## src/include/hotplug_cfg.svh

```systemverilog
`ifndef HOTPLUG_CFG_SVH
`define HOTPLUG_CFG_SVH
`define HP_CLK_MHZ          200
`define HP_GLITCH_US        10
`define HP_GLITCH_CYCLES    (`HP_GLITCH_US * `HP_CLK_MHZ)
`define HP_EXIT_US          20
`define HP_EXIT_CYCLES      (`HP_EXIT_US * `HP_CLK_MHZ)
`define HP_DEBOUNCE_MS      100
`define HP_DEBOUNCE_CYCLES  (`HP_DEBOUNCE_MS * 1000 * `HP_CLK_MHZ)
`define HP_RESET_HOLD_US    100
`define HP_RESET_CYCLES     (`HP_RESET_HOLD_US * `HP_CLK_MHZ)
`define HP_COOL_CYCLES      14
`define HP_ADDR_CTRL        8'h00
`define HP_ADDR_STATUS      8'h04
`define HP_CTRL_RESET       32'h0000_0000
`define HP_CTRL_SOFT_OFF    0
`define HP_ST_FAULT         0
`define HP_ST_DEBOUNCED     1
`define HP_ST_GATE          2
`define HP_ST_TMR           4
`define HP_ST_COOL          8
`define HP_ST_ON            12
`define HP_RESP_OKAY        2'h0
`define HP_RESP_SLVERR      2'h2
`endif

```

## src/include/hotplug_pkg.sv

```systemverilog
package hotplug_pkg;
    typedef struct packed {
        logic       onAboveTh;
        logic       onAboveReset;
        logic       enableNHigh;
        logic       secondDiodeDisable;
        logic       senseAboveBreaker;
        logic       senseAboveLimit;
        logic       timerAboveUpper;
        logic       timerAboveLower;
        logic       supplyLockout;
        logic [1:0] diodeReverse;
    } comparator_in_t;

    typedef struct packed {
        logic       hotPlugGateCharge;
        logic       hotPlugGateSinkNormal;
        logic       hotPlugGateSinkStrong;
        logic       currentLimitAmpOn;
        logic [1:0] diodeGateEnable;
        logic [1:0] diodeGateWeakSink;
        logic [1:0] diodeGateFastPulldown;
        logic       timerPullUp;
        logic       timerPullDown;
    } gate_drive_t;

    typedef enum logic [1:0] {
        GATE_OFF  = 2'b00,
        GATE_ON   = 2'b01,
        GATE_EXIT = 2'b10,
        GATE_LOCK = 2'b11
    } gate_state_t;

    typedef enum logic [1:0] {
        TMR_FILTER    = 2'b00,
        TMR_DRAIN     = 2'b01,
        TMR_COOL_UP   = 2'b10,
        TMR_COOL_DOWN = 2'b11
    } tmr_state_t;
endpackage

```

## src/core/hotplug_fault_sequencer.sv

```systemverilog
// Chosen here: register access over AXI4-Lite and the address map.
`timescale 1ns/1ps
`include "hotplug_cfg.svh"

module hotplug_fault_sequencer #(
    parameter int unsigned DEBOUNCE_CYCLES = `HP_DEBOUNCE_CYCLES,
    parameter int unsigned RESET_CYCLES    = `HP_RESET_CYCLES
) (
    input  wire logic                        clk,
    input  wire logic                        resetn,
    input  wire hotplug_pkg::comparator_in_t cmp,
    input  wire logic                        latchOffMode,
    output      hotplug_pkg::gate_drive_t    drive,
    output      logic                        faultN,
    input  wire logic [7:0]                  s_axi_awaddr,
    input  wire logic                        s_axi_awvalid,
    output      logic                        s_axi_awready,
    input  wire logic [31:0]                 s_axi_wdata,
    input  wire logic [3:0]                  s_axi_wstrb,
    input  wire logic                        s_axi_wvalid,
    output      logic                        s_axi_wready,
    output      logic [1:0]                  s_axi_bresp,
    output      logic                        s_axi_bvalid,
    input  wire logic                        s_axi_bready,
    input  wire logic [7:0]                  s_axi_araddr,
    input  wire logic                        s_axi_arvalid,
    output      logic                        s_axi_arready,
    output      logic [31:0]                 s_axi_rdata,
    output      logic [1:0]                  s_axi_rresp,
    output      logic                        s_axi_rvalid,
    input  wire logic                        s_axi_rready
);
    import hotplug_pkg::*;

    localparam logic [11:0] GLITCH_LAST = 12'(`HP_GLITCH_CYCLES - 1);
    localparam logic [11:0] EXIT_LAST   = 12'(`HP_EXIT_CYCLES - 1);
    localparam logic [24:0] DEB_LAST    = 25'(DEBOUNCE_CYCLES - 1);
    localparam logic [14:0] RST_LAST    = 15'(RESET_CYCLES - 1);
    localparam logic [3:0]  COOL_LAST   = 4'(`HP_COOL_CYCLES - 1);

    ////////////////////////////////////////////////////////////////////////
    logic [1:0]  onRaw;
    logic [1:0]  onFilt_reg;
    logic [11:0] glitchCnt_reg [2];
    logic        onHigh;
    logic        onAboveReset;

    assign onRaw        = {cmp.onAboveReset, cmp.onAboveTh};
    assign onHigh       = onFilt_reg[0];
    assign onAboveReset = onFilt_reg[1];

    // Each ON comparator has its own glitch filter so a brief dip cannot clear a fault.
    for (genvar i = 0; i < 2; i++) begin : g_onFilter
        always_ff @(posedge clk) begin
            if (!resetn) begin
                onFilt_reg[i]    <= 1'b0;
                glitchCnt_reg[i] <= 12'h000;
            end else if (onRaw[i] == onFilt_reg[i]) begin
                glitchCnt_reg[i] <= 12'h000;
            end else if (glitchCnt_reg[i] == GLITCH_LAST) begin
                onFilt_reg[i]    <= onRaw[i];
                glitchCnt_reg[i] <= 12'h000;
            end else begin
                glitchCnt_reg[i] <= glitchCnt_reg[i] + 12'h001;
            end
        end
    end

    ////////////////////////////////////////////////////////////////////////
    gate_state_t gate_reg;
    tmr_state_t  tmr_reg;
    logic        fault_reg;
    logic        debounced_reg;
    logic [24:0] debCnt_reg;
    logic        debDone;
    logic [14:0] rstCnt_reg;
    logic        onReset;
    logic [3:0]  cool_reg;
    logic [11:0] exitCnt_reg;
    logic [31:0] ctrl_reg;
    logic        trip;
    logic        coolEnd;
    logic        startOk;
    logic        supply_lockout;
    logic        softOff;

    assign supply_lockout    = cmp.supplyLockout;
    assign softOff = ctrl_reg[`HP_CTRL_SOFT_OFF];
    assign trip    = (tmr_reg == TMR_FILTER) && (gate_reg != GATE_OFF)
                     && (gate_reg != GATE_LOCK) && cmp.timerAboveUpper;
    assign coolEnd = (tmr_reg == TMR_COOL_DOWN) && !cmp.timerAboveLower
                     && (cool_reg == COOL_LAST);
    assign debDone = onHigh && !cmp.enableNHigh && !debounced_reg && (debCnt_reg == DEB_LAST);
    assign onReset = !onAboveReset && (rstCnt_reg == RST_LAST);
    assign startOk = onHigh && debounced_reg && !cmp.enableNHigh && !fault_reg
                     && (tmr_reg == TMR_FILTER) && !softOff;

    // Debounce only runs with filtered ON high and enable-n low; any enable-n bounce zeroes it.
    always_ff @(posedge clk) begin
        if (!resetn) begin
            debCnt_reg <= 25'h0000000;
        end else if (supply_lockout || !onHigh || cmp.enableNHigh || debounced_reg) begin
            debCnt_reg <= 25'h0000000;
        end else begin
            debCnt_reg <= debCnt_reg + 25'h0000001;
        end
    end

    // Kept through an ON undervoltage so the gate returns without a new debounce.
    always_ff @(posedge clk) begin
        if (!resetn) begin
            debounced_reg <= 1'b0;
        end else if (supply_lockout || !onAboveReset || cmp.enableNHigh) begin
            debounced_reg <= 1'b0;
        end else if (debDone) begin
            debounced_reg <= 1'b1;
        end
    end

    always_ff @(posedge clk) begin
        if (!resetn) begin
            rstCnt_reg <= 15'h0000;
        end else if (onAboveReset) begin
            rstCnt_reg <= 15'h0000;
        end else if (rstCnt_reg != RST_LAST) begin
            rstCnt_reg <= rstCnt_reg + 15'h0001;
        end
    end

    // A trip in the same cycle as any clear except supply lockout keeps the fault latched.
    always_ff @(posedge clk) begin
        if (!resetn) begin
            fault_reg <= 1'b0;
        end else if (supply_lockout) begin
            fault_reg <= 1'b0;
        end else if (trip) begin
            fault_reg <= 1'b1;
        end else if (onReset || debDone) begin
            fault_reg <= 1'b0;
        end else if (coolEnd && !latchOffMode) begin
            fault_reg <= 1'b0;
        end
    end

    ////////////////////////////////////////////////////////////////////////
    always_ff @(posedge clk) begin
        if (!resetn || supply_lockout) begin
            tmr_reg  <= TMR_FILTER;
            cool_reg <= 4'h0;
        end else begin
            unique case (tmr_reg)
                TMR_FILTER: begin
                    if (trip) begin
                        tmr_reg <= TMR_DRAIN;
                    end
                end
                TMR_DRAIN: begin
                    if (!cmp.timerAboveLower) begin
                        tmr_reg  <= TMR_COOL_UP;
                        cool_reg <= 4'h0;
                    end
                end
                TMR_COOL_UP: begin
                    if (cmp.timerAboveUpper) begin
                        tmr_reg <= TMR_COOL_DOWN;
                    end
                end
                TMR_COOL_DOWN: begin
                    if (!cmp.timerAboveLower) begin
                        if (cool_reg != COOL_LAST) begin
                            cool_reg <= cool_reg + 4'h1;
                            tmr_reg  <= TMR_COOL_UP;
                        end else if (!latchOffMode || !fault_reg) begin
                            tmr_reg <= TMR_FILTER;
                        end else begin
                            tmr_reg <= TMR_COOL_UP;
                        end
                    end
                end
            endcase
        end
    end

    ////////////////////////////////////////////////////////////////////////
    always_ff @(posedge clk) begin
        if (!resetn) begin
            gate_reg    <= GATE_LOCK;
            exitCnt_reg <= 12'h000;
        end else if (supply_lockout) begin
            gate_reg    <= GATE_LOCK;
            exitCnt_reg <= 12'h000;
        end else begin
            unique case (gate_reg)
                GATE_LOCK: begin
                    gate_reg <= GATE_OFF;
                end
                GATE_OFF: begin
                    if (startOk) begin
                        gate_reg <= GATE_ON;
                    end
                end
                GATE_ON: begin
                    if (trip || !onHigh || softOff) begin
                        gate_reg <= GATE_OFF;
                    end else if (cmp.enableNHigh) begin
                        gate_reg    <= GATE_EXIT;
                        exitCnt_reg <= 12'h000;
                    end
                end
                GATE_EXIT: begin
                    if (trip || !onHigh || softOff || exitCnt_reg == EXIT_LAST) begin
                        gate_reg <= GATE_OFF;
                    end else begin
                        exitCnt_reg <= exitCnt_reg + 12'h001;
                    end
                end
            endcase
        end
    end

    ////////////////////////////////////////////////////////////////////////
    // Diode drive never looks at the fault or gate state.
    gate_drive_t drive_reg;
    logic        faultN_reg;
    logic        gateUp;

    assign gateUp = (gate_reg == GATE_ON) || (gate_reg == GATE_EXIT);

    always_ff @(posedge clk) begin
        if (!resetn) begin
            drive_reg  <= '0;
            faultN_reg <= 1'b1;
        end else begin
            drive_reg.hotPlugGateCharge     <= gateUp && !supply_lockout && !trip;
            drive_reg.hotPlugGateSinkNormal <= !gateUp && !supply_lockout;
            drive_reg.hotPlugGateSinkStrong <= supply_lockout || trip || (tmr_reg == TMR_DRAIN);
            drive_reg.currentLimitAmpOn     <= gateUp && cmp.senseAboveLimit;
            drive_reg.diodeGateEnable[0]    <= !supply_lockout;
            drive_reg.diodeGateEnable[1]    <= !supply_lockout && !cmp.secondDiodeDisable;
            drive_reg.diodeGateWeakSink[0]  <= supply_lockout;
            drive_reg.diodeGateWeakSink[1]  <= supply_lockout || cmp.secondDiodeDisable;
            drive_reg.diodeGateFastPulldown <= supply_lockout ? 2'h0 : cmp.diodeReverse;
            drive_reg.timerPullUp           <= !supply_lockout && ((tmr_reg == TMR_COOL_UP)
                                               || (tmr_reg == TMR_FILTER && cmp.senseAboveBreaker));
            drive_reg.timerPullDown         <= supply_lockout || (tmr_reg == TMR_DRAIN) || (tmr_reg == TMR_COOL_DOWN)
                                               || (tmr_reg == TMR_FILTER && !cmp.senseAboveBreaker);
            faultN_reg <= !(fault_reg || trip) || supply_lockout;
        end
    end

    assign drive  = drive_reg;
    assign faultN = faultN_reg;

    ////////////////////////////////////////////////////////////////////////
    // AXI4-Lite slave; address and data are latched separately so order is free.
    logic        awHave_reg;
    logic        wHave_reg;
    logic [7:0]  awAddr_reg;
    logic [31:0] wData_reg;
    logic [3:0]  wStrb_reg;
    logic        awReady_reg;
    logic        wReady_reg;
    logic        bValid_reg;
    logic [1:0]  bResp_reg;
    logic        arReady_reg;
    logic        rValid_reg;
    logic [1:0]  rResp_reg;
    logic [31:0] rData_reg;
    logic        wrGo;
    logic [31:0] status;

    assign wrGo = awHave_reg && wHave_reg && !bValid_reg;

    always_comb begin
        status                                  = 32'h0000_0000;
        status[`HP_ST_FAULT]                    = fault_reg;
        status[`HP_ST_DEBOUNCED]                = debounced_reg;
        status[`HP_ST_GATE +: 2]                = gate_reg;
        status[`HP_ST_TMR +: 2]                 = tmr_reg;
        status[`HP_ST_COOL +: 4]                = cool_reg;
        status[`HP_ST_ON +: 2]                  = onFilt_reg;
    end

    always_ff @(posedge clk) begin
        if (!resetn) begin
            awHave_reg  <= 1'b0;
            awAddr_reg  <= 8'h00;
            awReady_reg <= 1'b0;
        end else if (s_axi_awvalid && awReady_reg) begin
            awHave_reg  <= 1'b1;
            awAddr_reg  <= s_axi_awaddr;
            awReady_reg <= 1'b0;
        end else begin
            if (wrGo) begin
                awHave_reg <= 1'b0;
            end
            awReady_reg <= !awHave_reg && !awReady_reg;
        end
    end

    always_ff @(posedge clk) begin
        if (!resetn) begin
            wHave_reg  <= 1'b0;
            wData_reg  <= 32'h0000_0000;
            wStrb_reg  <= 4'h0;
            wReady_reg <= 1'b0;
        end else if (s_axi_wvalid && wReady_reg) begin
            wHave_reg  <= 1'b1;
            wData_reg  <= s_axi_wdata;
            wStrb_reg  <= s_axi_wstrb;
            wReady_reg <= 1'b0;
        end else begin
            if (wrGo) begin
                wHave_reg <= 1'b0;
            end
            wReady_reg <= !wHave_reg && !wReady_reg;
        end
    end

    // Status writes are accepted and dropped; only unmapped addresses error.
    always_ff @(posedge clk) begin
        if (!resetn) begin
            ctrl_reg   <= `HP_CTRL_RESET;
            bValid_reg <= 1'b0;
            bResp_reg  <= `HP_RESP_OKAY;
        end else if (wrGo) begin
            bValid_reg <= 1'b1;
            bResp_reg  <= `HP_RESP_OKAY;
            if (awAddr_reg == `HP_ADDR_CTRL) begin
                for (int b = 0; b < 4; b++) begin
                    if (wStrb_reg[b]) begin
                        ctrl_reg[b*8 +: 8] <= wData_reg[b*8 +: 8];
                    end
                end
            end else if (awAddr_reg != `HP_ADDR_STATUS) begin
                bResp_reg <= `HP_RESP_SLVERR;
            end
        end else if (bValid_reg && s_axi_bready) begin
            bValid_reg <= 1'b0;
        end
    end

    always_ff @(posedge clk) begin
        if (!resetn) begin
            arReady_reg <= 1'b0;
            rValid_reg  <= 1'b0;
            rResp_reg   <= `HP_RESP_OKAY;
            rData_reg   <= 32'h0000_0000;
        end else if (s_axi_arvalid && arReady_reg) begin
            arReady_reg <= 1'b0;
            rValid_reg  <= 1'b1;
            rResp_reg   <= `HP_RESP_OKAY;
            if (s_axi_araddr == `HP_ADDR_CTRL) begin
                rData_reg <= ctrl_reg;
            end else if (s_axi_araddr == `HP_ADDR_STATUS) begin
                rData_reg <= status;
            end else begin
                rData_reg <= 32'h0000_0000;
                rResp_reg <= `HP_RESP_SLVERR;
            end
        end else if (rValid_reg) begin
            if (s_axi_rready) begin
                rValid_reg <= 1'b0;
            end
        end else begin
            arReady_reg <= !arReady_reg;
        end
    end

    assign s_axi_awready = awReady_reg;
    assign s_axi_wready  = wReady_reg;
    assign s_axi_bvalid  = bValid_reg;
    assign s_axi_bresp   = bResp_reg;
    assign s_axi_arready = arReady_reg;
    assign s_axi_rvalid  = rValid_reg;
    assign s_axi_rresp   = rResp_reg;
    assign s_axi_rdata   = rData_reg;
endmodule

```

## config.mk

```make
export PLATFORM = sky130hd
export DESIGN_NAME = hotplug_fault_sequencer
export DESIGN_NICKNAME = d
export VERILOG_FILES = /design/src/include/hotplug_pkg.sv /design/src/core/hotplug_fault_sequencer.sv
export VERILOG_INCLUDE_DIRS = /design/src /design/src/include
export SDC_FILE = /design/constraint.sdc
export NUM_CORES = 1
export LEC_CHECK = 0
export ABC_CLOCK_PERIOD_IN_PS = 2500
export BUFFER_PORTS_ARGS = -buffer_cell sky130_fd_sc_hd__buf_2
export CORE_UTILIZATION = 56
export CTS_BUF_LIST = sky130_fd_sc_hd__clkbuf_4 sky130_fd_sc_hd__clkbuf_8
export CTS_CLUSTER_DIAMETER = 150
export CTS_CLUSTER_SIZE = 10
export DETAILED_ROUTE_END_ITERATION = 16
export PLACE_DENSITY = 0.78
export SYNTH_ARGS = -nofsm -noshare
export SYNTH_HDL_FRONTEND = slang
export SYNTH_SLANG_ARGS = --single-unit
```

## constraint.sdc

```tcl
create_clock -name clk -period 2.5 [get_ports clk]
set_input_delay 0.375 -clock clk [delete_from_list [all_inputs] [get_ports clk]]
set_output_delay 0.375 -clock clk [all_outputs]
set_load 0.03 [all_outputs]
```

**Word-level counts from Yosys, hierarchy flattened**

Memory sizes are Yosys's and may differ from the RTL's.
Index checks and enable logic that the tools add are counted.
W data, S select, Z words.

- Register bits: 196
- Logic and storage cells: 250
- Bits in writable memories: 24
- Memories: 1
- Latch bits: 0
- Memory bits (read-only): 0

Memory list:

| name | depth | bits a word | read ports | clocked after Yosys merged registers in | wr ports | line | text |
|---|---|---|---|---|---|---|---|
| glitchCnt_reg | 2 | 12 | 2 | 0 | 2 | hotplug_fault_sequencer.sv:44 | `logic [11:0] glitchCnt_reg [2];` |

- $lt $le $gt $ge: 0
- Shift operators: 0
- Multipliers: 0
- Equality and inequality tests: 30
- Multiplexer cells: 66
- Bitwise logic cells: 9
- Add/subtract/negate cells: 6
- Div/mod/pow operators: 0
- Reductions and logical operators: 101

Operators with widths:

| kind | count |
|---|---|
| $mux W12 | 9 |
| $add A12 B1 Y12 const B | 3 |
| $mux W1 | 34 |
| $mux W32 | 1 |
| $logic_and A1 B1 Y1 | 31 |
| $mux W2 | 14 |
| $add A25 B1 Y25 const B | 1 |
| $eq A25 B25 Y1 const B | 1 |
| $eq A12 B11 Y1 const B | 2 |
| $pmux W12 S2 | 1 |
| $ne A2 B2 Y1 const B | 11 |
| $logic_not A1 Y1 | 21 |
| $logic_or A1 B1 Y1 | 21 |
| $logic_not A8 Y1 | 2 |
| $pmux W2 S4 | 2 |
| $add A15 B1 Y15 const B | 1 |
| $eq A15 B15 Y1 const B | 1 |
| $ne A15 B15 Y1 const B | 1 |
| $reduce_and A3 Y1 | 5 |
| $mux W14 | 1 |
| $reduce_or A2 Y1 | 7 |
| $eq A12 B12 Y1 const B | 1 |
| $mux W4 | 3 |
| $reduce_and A4 Y1 | 3 |
| 16 further kinds | 35 |

**Longest topological paths before layout**

Gate-level depths: netlist (run 1).

- Depth after elaboration: 9
- Mapped depth: 8
- Mapped depth without buffers: 7

**Worst setup path before layout (run 1)**

OpenSTA, ideal clock, no wires.

- Path kind: register to register
- Start point: reg gate_reg[0]
- End point: reg exitCnt_reg[10]
- Path slack: 638 ps
- Cell stages (with the launch flop): 9
- Arrival time: 1771 ps
- Period minus slack after synthesis: 1862 ps
- Data required time: 2409 ps
- Library setup time: 91 ps
- Cells stage by stage: dfxtp_1 -> inv_1 -> ha_1 -> nor2_1 -> a31oi_1 -> buf_2 -> a21oi_1 -> a21oi_1 -> a311oi_1

- Longest elaborated chain between the ends: 9
- Elaborated cells between the ends (all ways): 16

RTL lines:

| item | line | text |
|---|---|---|
| from (decl) | hotplug_fault_sequencer.sv:70 | `gate_state_t gate_reg;` |
| from (signal assigned) | hotplug_fault_sequencer.sv:187 | `gate_reg <= GATE_LOCK;` |
| from (signal assigned) | hotplug_fault_sequencer.sv:190 | `gate_reg <= GATE_LOCK;` |
| from (signal assigned) | hotplug_fault_sequencer.sv:195 | `gate_reg <= GATE_OFF;` |
| $reduce_bool A2 Y1 | hotplug_fault_sequencer.sv:89 | `assign trip = (tmr_reg == TMR_FILTER) && (gate_reg != GATE_OFF)` |
| $logic_and A1 B1 Y1 | hotplug_fault_sequencer.sv:89 |  |
| $logic_and A1 B1 Y1 (2 in a row) | hotplug_fault_sequencer.sv:90 | `&& (gate_reg != GATE_LOCK) && cmp.timerAboveUpper;` |
| $logic_or A1 B1 Y1 (2 in a row) | hotplug_fault_sequencer.sv:203, hotplug_fault_sequencer.sv:211 |  |
| $logic_or A1 B1 Y1 | hotplug_fault_sequencer.sv:211 | `if (trip \|\| !onHigh \|\| softOff \|\| exitCnt_reg == EXIT_LAST) begin` |
| $ne A2 B2 Y1 (no line) | - |  |
| $reduce_and A4 Y1 (no line) | - |  |
| to (signal assigned) | hotplug_fault_sequencer.sv:214 | `exitCnt_reg <= exitCnt_reg + 12'h001;` |
| to (decl) | hotplug_fault_sequencer.sv:79 | `logic [11:0] exitCnt_reg;` |

Several ways; a longest one is shown, not always the timed one.
A chain may end at the register's enable or synchronous reset.

**Worst setup path in the final report (run 1)**

Ends and elaborated chain as after synthesis.

==> results of run 1 <==
area by class of cell:
class	instances	area (sq um)	area share
multi-input cells	698	4260	0.413
well taps	216	270	0.0262
inverters	20	75.1	0.00727
flip-flops and latches	218	4600	0.446
repair buffers	136	718	0.0696
clock buffers	31	395	0.0383
power by group:
part	total, uW	switching [uW]	internal, uW
sequential	3680	61.9	3620
combinational	412	251	161
clock	2130	1120	1000
total	6220	1440	4790
per-layer routing:
metal,track usage,vias to the layer above,share of wire
li1,-,3547,-
met1,0.309,3216,0.47
met2,0.380,177,0.46
met3,0.0343,33,0.051
met4,0.0713,0,0.025
met5,0,-,0
worst max-delay path, cell delays in order (launching register included):
cell and delay, ns:
dfxtp_1 0.41, inv_1 0.09, ha_1 0.25, nor2_1 0.20, a31oi_1 0.11, buf_4 0.19, a21oi_1 0.37, a21oi_1 0.16
a311oi_1 0.28
worst paths after layout:
kind,from,end,cells after the start,slack [ns]
worst max-delay path,gate_reg[0]$_SDFFE_PP1P_,exitCnt_reg[10]$_SDFFE_PP0P_,8,0.36
worst min-delay path,cmp[0],drive[2]$_SDFF_PP0_,2,0.04
worst max register to register,gate_reg[0]$_SDFFE_PP1P_,exitCnt_reg[10]$_SDFFE_PP0P_,8,0.36
worst min register to register,awHave_reg$_SDFFE_PN0P_,s_axi_awready$_SDFF_PP0_,1,0.45
cells in the mapped netlist (all sizes together), types with 14 or more instances:
cell type,number,share of area
nor2,91,0.038
dfxtp,194,0.43
xnor2,32,0.031
mux2i,49,0.054
a22o,20,0.019
inv,20,0.0083
o21ai,25,0.014
nand3,48,0.027
and3,20,0.014
clkbuf,39,0.016
a21oi,14,0.0078
a21boi,46,0.038
nand2,139,0.058
nand4,16,0.011
nor2b,36,0.025
xor2,25,0.024
edfxtp,24,0.080
metrics by stage:
stage / cells / util / total power, uW / hold WS [ns] / cell area, sq um
floorplan: 983 / - / 4020 / 0.412 / 9130
global placement: 1287 / 0.627 / 4160 / 0.432 / 9920
detailed placement: 1287 / 0.627 / 4170 / 0.436 / 9920
CTS: 1319 / 0.652 / 6300 / 0.0190 / 10300
global route: 1319 / 0.652 / 6480 / 0.0493 / 10300
finish: 1319 / 0.652 / 6220 / 0.0418 / 10300
kinds of logic (layout without fill, tap and decap cells):
family          Yosys count  count (layout)
simple gates            417             417
mux                      50              50
other cells               2              26
buf+inv                  67             187
flops                   218             218
compound gates          137             137
xor+xnor                 57              57
fa+ha+maj                11              11
what timing repair did:
item / CTS / global route
setup endpoints to repair: 0 / 0
hold buffers: 1 / 0
endpoints found under the hold margin: 1 / 0
==> metrics.yaml, run 1 <==
timing:
  setup_tns_ns: 0
  hold_viol: 0
  fin_crit_ns: 2.14
  setup_viol: 0
  fin_crit_sh: 0.855
  max_slew_margin: 0.552
  fin_skew_ns: 0.0188
  tightest_slew_ns: 0.673
  fmax_mhz: 468
  rsz0062_at_grt: "false"
  slew_viol_final: 0
  worst_slack_ns: 0.363
grt:
  grt_pass1_wl_um: 30900
  grt_usage: 0.229
  overflow: 0
  grt_max_degree: 85
  grt_pass1_vias: 6454
  antenna_found_initial: 0
layout:
  final_cell_mix: "dfxtp_1 (194), nand2_1 (139), buf_2 (122), nor2_1 (91), mux2i_1 (49)"
  area_growth_pct: 14.2
  layout_commonest_cell: "dfxtp_1"
  drive_gt1_frac: 0.157
  final_net_count: 1181
  nFillCells: 1328
  n_antenna_cell: 0
yosys:
  synthAdderAreaFrac: 0.0152
  synth-compound-area-share: 0.109
  ys_warn_count: 0
  synthMuxAreaShare: 0.0555
  synth.avg_cell_area_sq_um: 9.43
  syn_area_sq_um: 9040
  synth_top_family_by_area: "simple AND/OR/NAND/NOR gates"
  ys_ff_latch: 218
  synthSimpleGateAreaFrac: 0.225
  synth_edf_count: 24
  synth_cell_type_count: 55
  syn_inst: 959
  synthXorXnorAreaFrac: 0.0552
  ys_seq_area_frac: 0.509
  synth_ff_type: "dfxtp_1"
  synthArstFlopShare: 0
die:
  die_area_sq_um: 16700
  die-height_um: 129
  die_x_um: 129
  core-area_sq_um: 15800
  ios: 125
  initial_core_util: 0.571
  placementRows: 46
worst_setup_path:
  path_class: "flop to flop"
  cp-end-kind: "flop"
  crit_arrival_ns: 2.58
  startpoint_type: "flop"
  cp.required_ns: 2.94
  crit_path_max_fanout: 13
routing:
  wl_per_cell_um: 14.1
  vias: 6973
  drc: 0
  wl_um: 18600
  drt_iter0_markers: 399
  vias_per_cell: 5.29
  firstDrtPassIters: 4
  ant_nets: 0
cts:
  postCtsResizedCells: 0
  clkTransAtPathRegs_ns: 0.07
  clkLatencyLatePin_ns: 0.53
  cts_root_buffer: "clkbuf_8"
  cts_buffers: 25
  clock_path_buffers: 3
  cts_setup_buffers: 0
  cts_tree: "yes"
  numClockSinks: 218
  cts.htree.levels: 1
placement:
  hpwlAfterDp_um: 13100
  place_worst_setup_slack_ns: 0.410
  gp_congestion: 0.895
  numPortBuffers: 122
power:
  vdd_drop_max_mv: 0.396
  power.leakage_uw: 0.00418
  powerDensity_nw_per_um2: 603
run_status:
  status: "finished, final reports clean"
run:
  drv.max_cap_violation_count: 0
worst_hold_path:
  hold_class: "input pin to flop"
No activity file was read; power rests on OpenSTA's default activity.
==> run 2: changes to the inputs <==
- GPL_TIMING_DRIVEN: default -> 0
- RECOVER_POWER: default -> 100
- TNS_END_PERCENT: default -> 100
==> run 2 against run 1 <==
  * Critical endpoint is now exitCnt_reg[7]$_SDFFE_PP0P_
  * Via count up 2.4%
  * Utilization up 0.15 points
  * Largest power group unchanged
  * Worst hold slack worse by 0.00061 ns
  * Sequential power about the same
  * Combinational power up 4%
  * First-iteration DRC count up 8.8%
==> metrics.yaml, run 2 (synthesis results as in run 1) <==
run_status:
  status: "finished, final reports clean"
layout:
  drive_gt1_frac: 0.0977
  area_growth_pct: 14.5
  final_net_count: 1211
  register_area_sq_um: 4600
  layout_commonest_cell: "dfxtp_1"
  final_area_sq_um: 10300
  nFillCells: 1346
  n_antenna_cell: 0
  final_cell_mix: "dfxtp_1 (194), nand2_1 (139), clkbuf_1 (93), nor2_1 (91), buf_2 (68)"
  instances_no_fill: 1352
  multiInputGateArea_sq_um: 4250
cts:
  cts_setup_buffers: 0
  clock_path_buffers: 3
  clkLatencyLatePin_ns: 0.55
  cts_tree: "yes"
  cts_root_buffer: "clkbuf_8"
  clkTransAtPathRegs_ns: 0.07
  numClockSinks: 218
  cts.htree.levels: 1
  cts_buffers: 25
grt:
  grt_usage: 0.244
  grt_pass1_wl_um: 32700
  grt_pass1_vias: 6631
  overflow: 0
  antenna_found_initial: 0
  grt_max_degree: 14
worst_setup_path:
  cp.required_ns: 2.94
  startpoint_type: "flop"
  crit_arrival_ns: 2.69
  cp-end-kind: "flop"
  rrSetupSlack_ns: 0.25
  crit_path_max_fanout: 10
  path_class: "flop to flop"
timing:
  fin_skew_ns: 0.0285
  setup_viol: 0
  max_slew_margin: 0.538
  fin_crit_sh: 0.901
  fin_crit_ns: 2.25
  rsz0062_at_grt: "false"
  fmax_mhz: 444
  hold_viol: 0
  slew_viol_final: 0
  setup_tns_ns: 0
  worst_slack_ns: 0.246
  tightest_slew_ns: 0.693
die:
  core-area_sq_um: 15800
  placementRows: 46
  ios: 125
  die_area_sq_um: 16700
  die-height_um: 129
  initial_core_util: 0.571
  die_x_um: 129
routing:
  wl_um: 19700
  firstDrtPassIters: 5
  drt_iter0_markers: 434
  wl_per_cell_um: 14.6
  ant_nets: 0
  vias: 7143
  vias_per_cell: 5.28
  drc: 0
run:
  drv.max_cap_violation_count: 0
power:
  power.leakage_uw: 0.00397
  powerDensity_nw_per_um2: 614
  vdd_drop_max_mv: 0.502
placement:
  gp_congestion: 0.908
  place_worst_setup_slack_ns: 0.227
  post_dp_cell_area_sq_um: 9990
  hpwlAfterDp_um: 14200
  numPortBuffers: 118
  dp_cells: 1317
worst_hold_path:
  hold_class: "input pin to flop"
## run 2: changes by cell type in the layout (fill, tap and decap cells not counted), sizes merged
cell and delta:
clkbuf +96, buf -64, inv +1
## run 2: worst paths after layout
kind | end | depth (start not counted) | start
worst min-delay path | drive[2]$_SDFF_PP0_ | 2 | cmp[0]
worst min register to register | s_axi_rdata[15]$_SDFFE_PN0P_ | 1 | ctrl_reg[15]$_SDFFE_PN0P_
worst max register to register | exitCnt_reg[7]$_SDFFE_PP0P_ | 8 | gate_reg[0]$_SDFFE_PP1P_
worst max-delay path | exitCnt_reg[7]$_SDFFE_PP0P_ | 8 | gate_reg[0]$_SDFFE_PP1P_
## run 2: critical path: stages (launching register included)
cell and delay [ns]:
dfxtp_1 0.37, inv_1 0.10, ha_1 0.26, nor2_1 0.10, a31oi_1 0.37, buf_2 0.29
and2_1 0.28, a41oi_1 0.14, a211oi_1 0.25
## run 2: what timing repair did
action                     4_1_cts  5_1_grt
hold endpoints to repair         1        0
hold buffers                     1        0
setup endpoints to repair        0        1
resized for setup                0        1
## run 2: metrics by stage
stage                     hold WS, ns   util  power (uW)
after global placement          0.430  0.631        4180
after CTS                      0.0173  0.658        6410
final                          0.0412  0.654        6360
after global routing           0.0196  0.654        6620
after floorplan                 0.412      -        4020
after detailed placement        0.440  0.631        4190
## run 2: area by class of cell
class / count / area share
Tap cell: 216 / 0.0261
Buffer: 47 / 0.0181
Sequential cell: 218 / 0.445
Clock buffer: 33 / 0.0397
Timing Repair Buffer: 119 / 0.0518
Inverter: 20 / 0.00726
Clock inverter: 1 / 0.00109
Multi-Input combinational cell: 698 / 0.411
## run 2: metal layers
layer | part of all wire | global-route usage | up-vias
met4 | 0.017 | 0.0685 | 0
met5 | 0 | 0 | -
li1 | - | - | 3611
met3 | 0.063 | 0.0471 | 27
met2 | 0.45 | 0.395 | 179
met1 | 0.47 | 0.334 | 3326
## run 2: power by group
group | switching [uW] | total [uW] | internal (uW)
Combinational | 269 | 427 | 158
Clock | 1200 | 2250 | 1050
Sequential | 59.6 | 3680 | 3620
Total | 1530 | 6360 | 4830
==> run 3: changes to the inputs <==
==> constraint.sdc (replaced) <==
create_clock -name clk -period 2.5 [get_ports clk]
set_input_delay 0.125 -clock clk [delete_from_list [all_inputs] [get_ports clk]]
set_output_delay 0.125 -clock clk [all_outputs]
set_load 0.03 [all_outputs]
==> run 3 against run 2 <==
  * Flip-flop and latch count stayed put
  * Clock-buffer cell count stayed put
  * Clock skew increased by 0.0057 ns
  * Maximum frequency is 0.10% higher
  * Sequential share of layout area fell by 2.8 points
  * Power rose by 1.8%
  * Via count is 6.1% higher
  * Die area unchanged
  * Final cell count up 5.1%
  * Largest cell class unchanged
==> metrics.yaml, run 3 (synthesis results as in run 1) <==
run_status:
  status: "finished, final reports clean"
routing:
  drt_iter0_markers: 425
  vias: 7578
  ant_nets: 0
  drc: 0
  firstDrtPassIters: 4
  wl_per_cell_um: 15.1
  wl_um: 21500
  vias_per_cell: 5.33
layout:
  final_cell_mix: "dfxtp_1 (194), nand2_1 (139), clkbuf_1 (94), nor2_1 (91), dlygate4sd3_1 (70)"
  instances_no_fill: 1421
  final_area_sq_um: 11000
  nFillCells: 1243
  register_area_sq_um: 4600
  drive_gt1_frac: 0.0913
  multiInputGateArea_sq_um: 4250
  n_antenna_cell: 0
  area_growth_pct: 22.1
  final_net_count: 1280
  layout_commonest_cell: "dfxtp_1"
grt:
  grt_pass1_vias: 7174
  gr-usage-met2: 0.438
  top_usage_layer: "met2"
  grt_max_degree: 14
  antenna_found_initial: 0
  met3_usage: 0.0491
  use_met1: 0.346
  grt_pass1_wl_um: 35400
  overflow: 0
  grt_usage: 0.266
run:
  drv.max_cap_violation_count: 0
worst_setup_path:
  cp-end-kind: "flop"
  path_class: "flop to flop"
  crit_path_max_fanout: 10
  crit_arrival_ns: 2.68
  cp.required_ns: 2.93
  startpoint_type: "flop"
cts:
  numClockSinks: 218
  cts.htree.levels: 1
  cts_buffers: 25
  clock_path_buffers: 3
  cts_setup_buffers: 0
  cts_tree: "yes"
  clkTransAtPathRegs_ns: 0.07
  clkLatencyLatePin_ns: 0.56
  cts_root_buffer: "clkbuf_8"
power:
  powerDensity_nw_per_um2: 586
  pwr-share-seq: 0.569
  netSwitchingPower_uw: 1570
  p_int_uw: 4900
  swShare: 0.243
  power_frac_comb: 0.080
  vdd_drop_max_mv: 0.443
  clkPwrFrac: 0.351
  power.leakage_uw: 0.00425
placement:
  hpwlAfterDp_um: 14200
  numPortBuffers: 118
  post_dp_cell_area_sq_um: 9990
  gp_congestion: 0.908
  dp_cells: 1317
die:
  die_x_um: 129
  die-height_um: 129
  placementRows: 46
  initial_core_util: 0.571
  core-area_sq_um: 15800
  ios: 125
  die_area_sq_um: 16700
timing:
  rsz0062_at_grt: "false"
  setup_tns_ns: 0
  fin_skew_ns: 0.0343
  hold_viol: 0
  tightest_slew_ns: 0.682
  fin_crit_ns: 2.25
  slew_viol_final: 0
  setup_viol: 0
  max_slew_margin: 0.545
  fmax_mhz: 444
  fin_crit_sh: 0.900
worst_hold_path:
  hold_class: "input pin to flop"
==> run 3: final cells by class <==
type                    count  area share
flip-flops and latches    218       0.417
multi-input cells         698       0.385
repair buffers            188       0.111
clock buffers              33      0.0372
well taps                 216      0.0245
plain buffers              47      0.0170
inverters                  20     0.00680
clock inverters             1     0.00102
==> run 3: timing repair <==
action / in CTS / in global routing
endpoints found under the hold margin: 63 / 0
gates resized for setup: 0 / 1
hold buffers: 70 / 0
endpoints found under the setup margin: 0 / 1
==> run 3: power by group through the flow <==
stage / clock network [uW] / logic (uW) / registers, uW
2_1_floorplan: 0 / 238 / 3780
3_3_place_gp: 0 / 422 / 3760
3_5_place_dp: 0 / 429 / 3760
4_1_cts: 2300 / 513 / 3680
5_1_grt: 2460 / 574 / 3690
6_report: 2270 / 520 / 3680
==> run 3: worst paths after layout <==
path	end	depth (start not counted)	slack [ns]	startpoint
hold reg to reg	s_axi_rdata[15]$_SDFFE_PN0P_	1	0.45	ctrl_reg[15]$_SDFFE_PN0P_
hold / removal	s_axi_rdata[0]$_SDFFE_PN0P_	4	0.07	s_axi_araddr[0]
setup / recovery	exitCnt_reg[7]$_SDFFE_PP0P_	8	0.25	gate_reg[0]$_SDFFE_PP1P_
setup reg to reg	exitCnt_reg[7]$_SDFFE_PP0P_	8	0.25	gate_reg[0]$_SDFFE_PP1P_
==> run 3: layer usage <==
layer  wire length (um)  share of wire
met1               9590           0.45
met2               9920           0.46
met3               1310          0.061
met4                711          0.033
met5                  0              0
==> run 3: metrics by stage <==
| stage | setup WS, ns | power [uW] | util | hold WS, ns |
|---|---|---|---|---|
| final | 0.249 | 6470 | 0.697 | 0.0677 |
| after global routing | 0.0801 | 6720 | 0.697 | 0.0742 |
| after CTS | 0.195 | 6490 | 0.702 | 0.0257 |
| after detailed placement | 0.227 | 4190 | 0.631 | 0.318 |
| after global placement | 0.238 | 4180 | 0.631 | 0.306 |
| after floorplan | 0.638 | 4020 | - | 0.197 |
==> run 3: critical path: stages, from the launching register on <==
cell and delay (ns):
dfxtp_1 0.37, inv_1 0.10, ha_1 0.26, nor2_1 0.10, a31oi_1 0.35, buf_2 0.29
and2_1 0.28, a41oi_1 0.14, a211oi_1 0.26
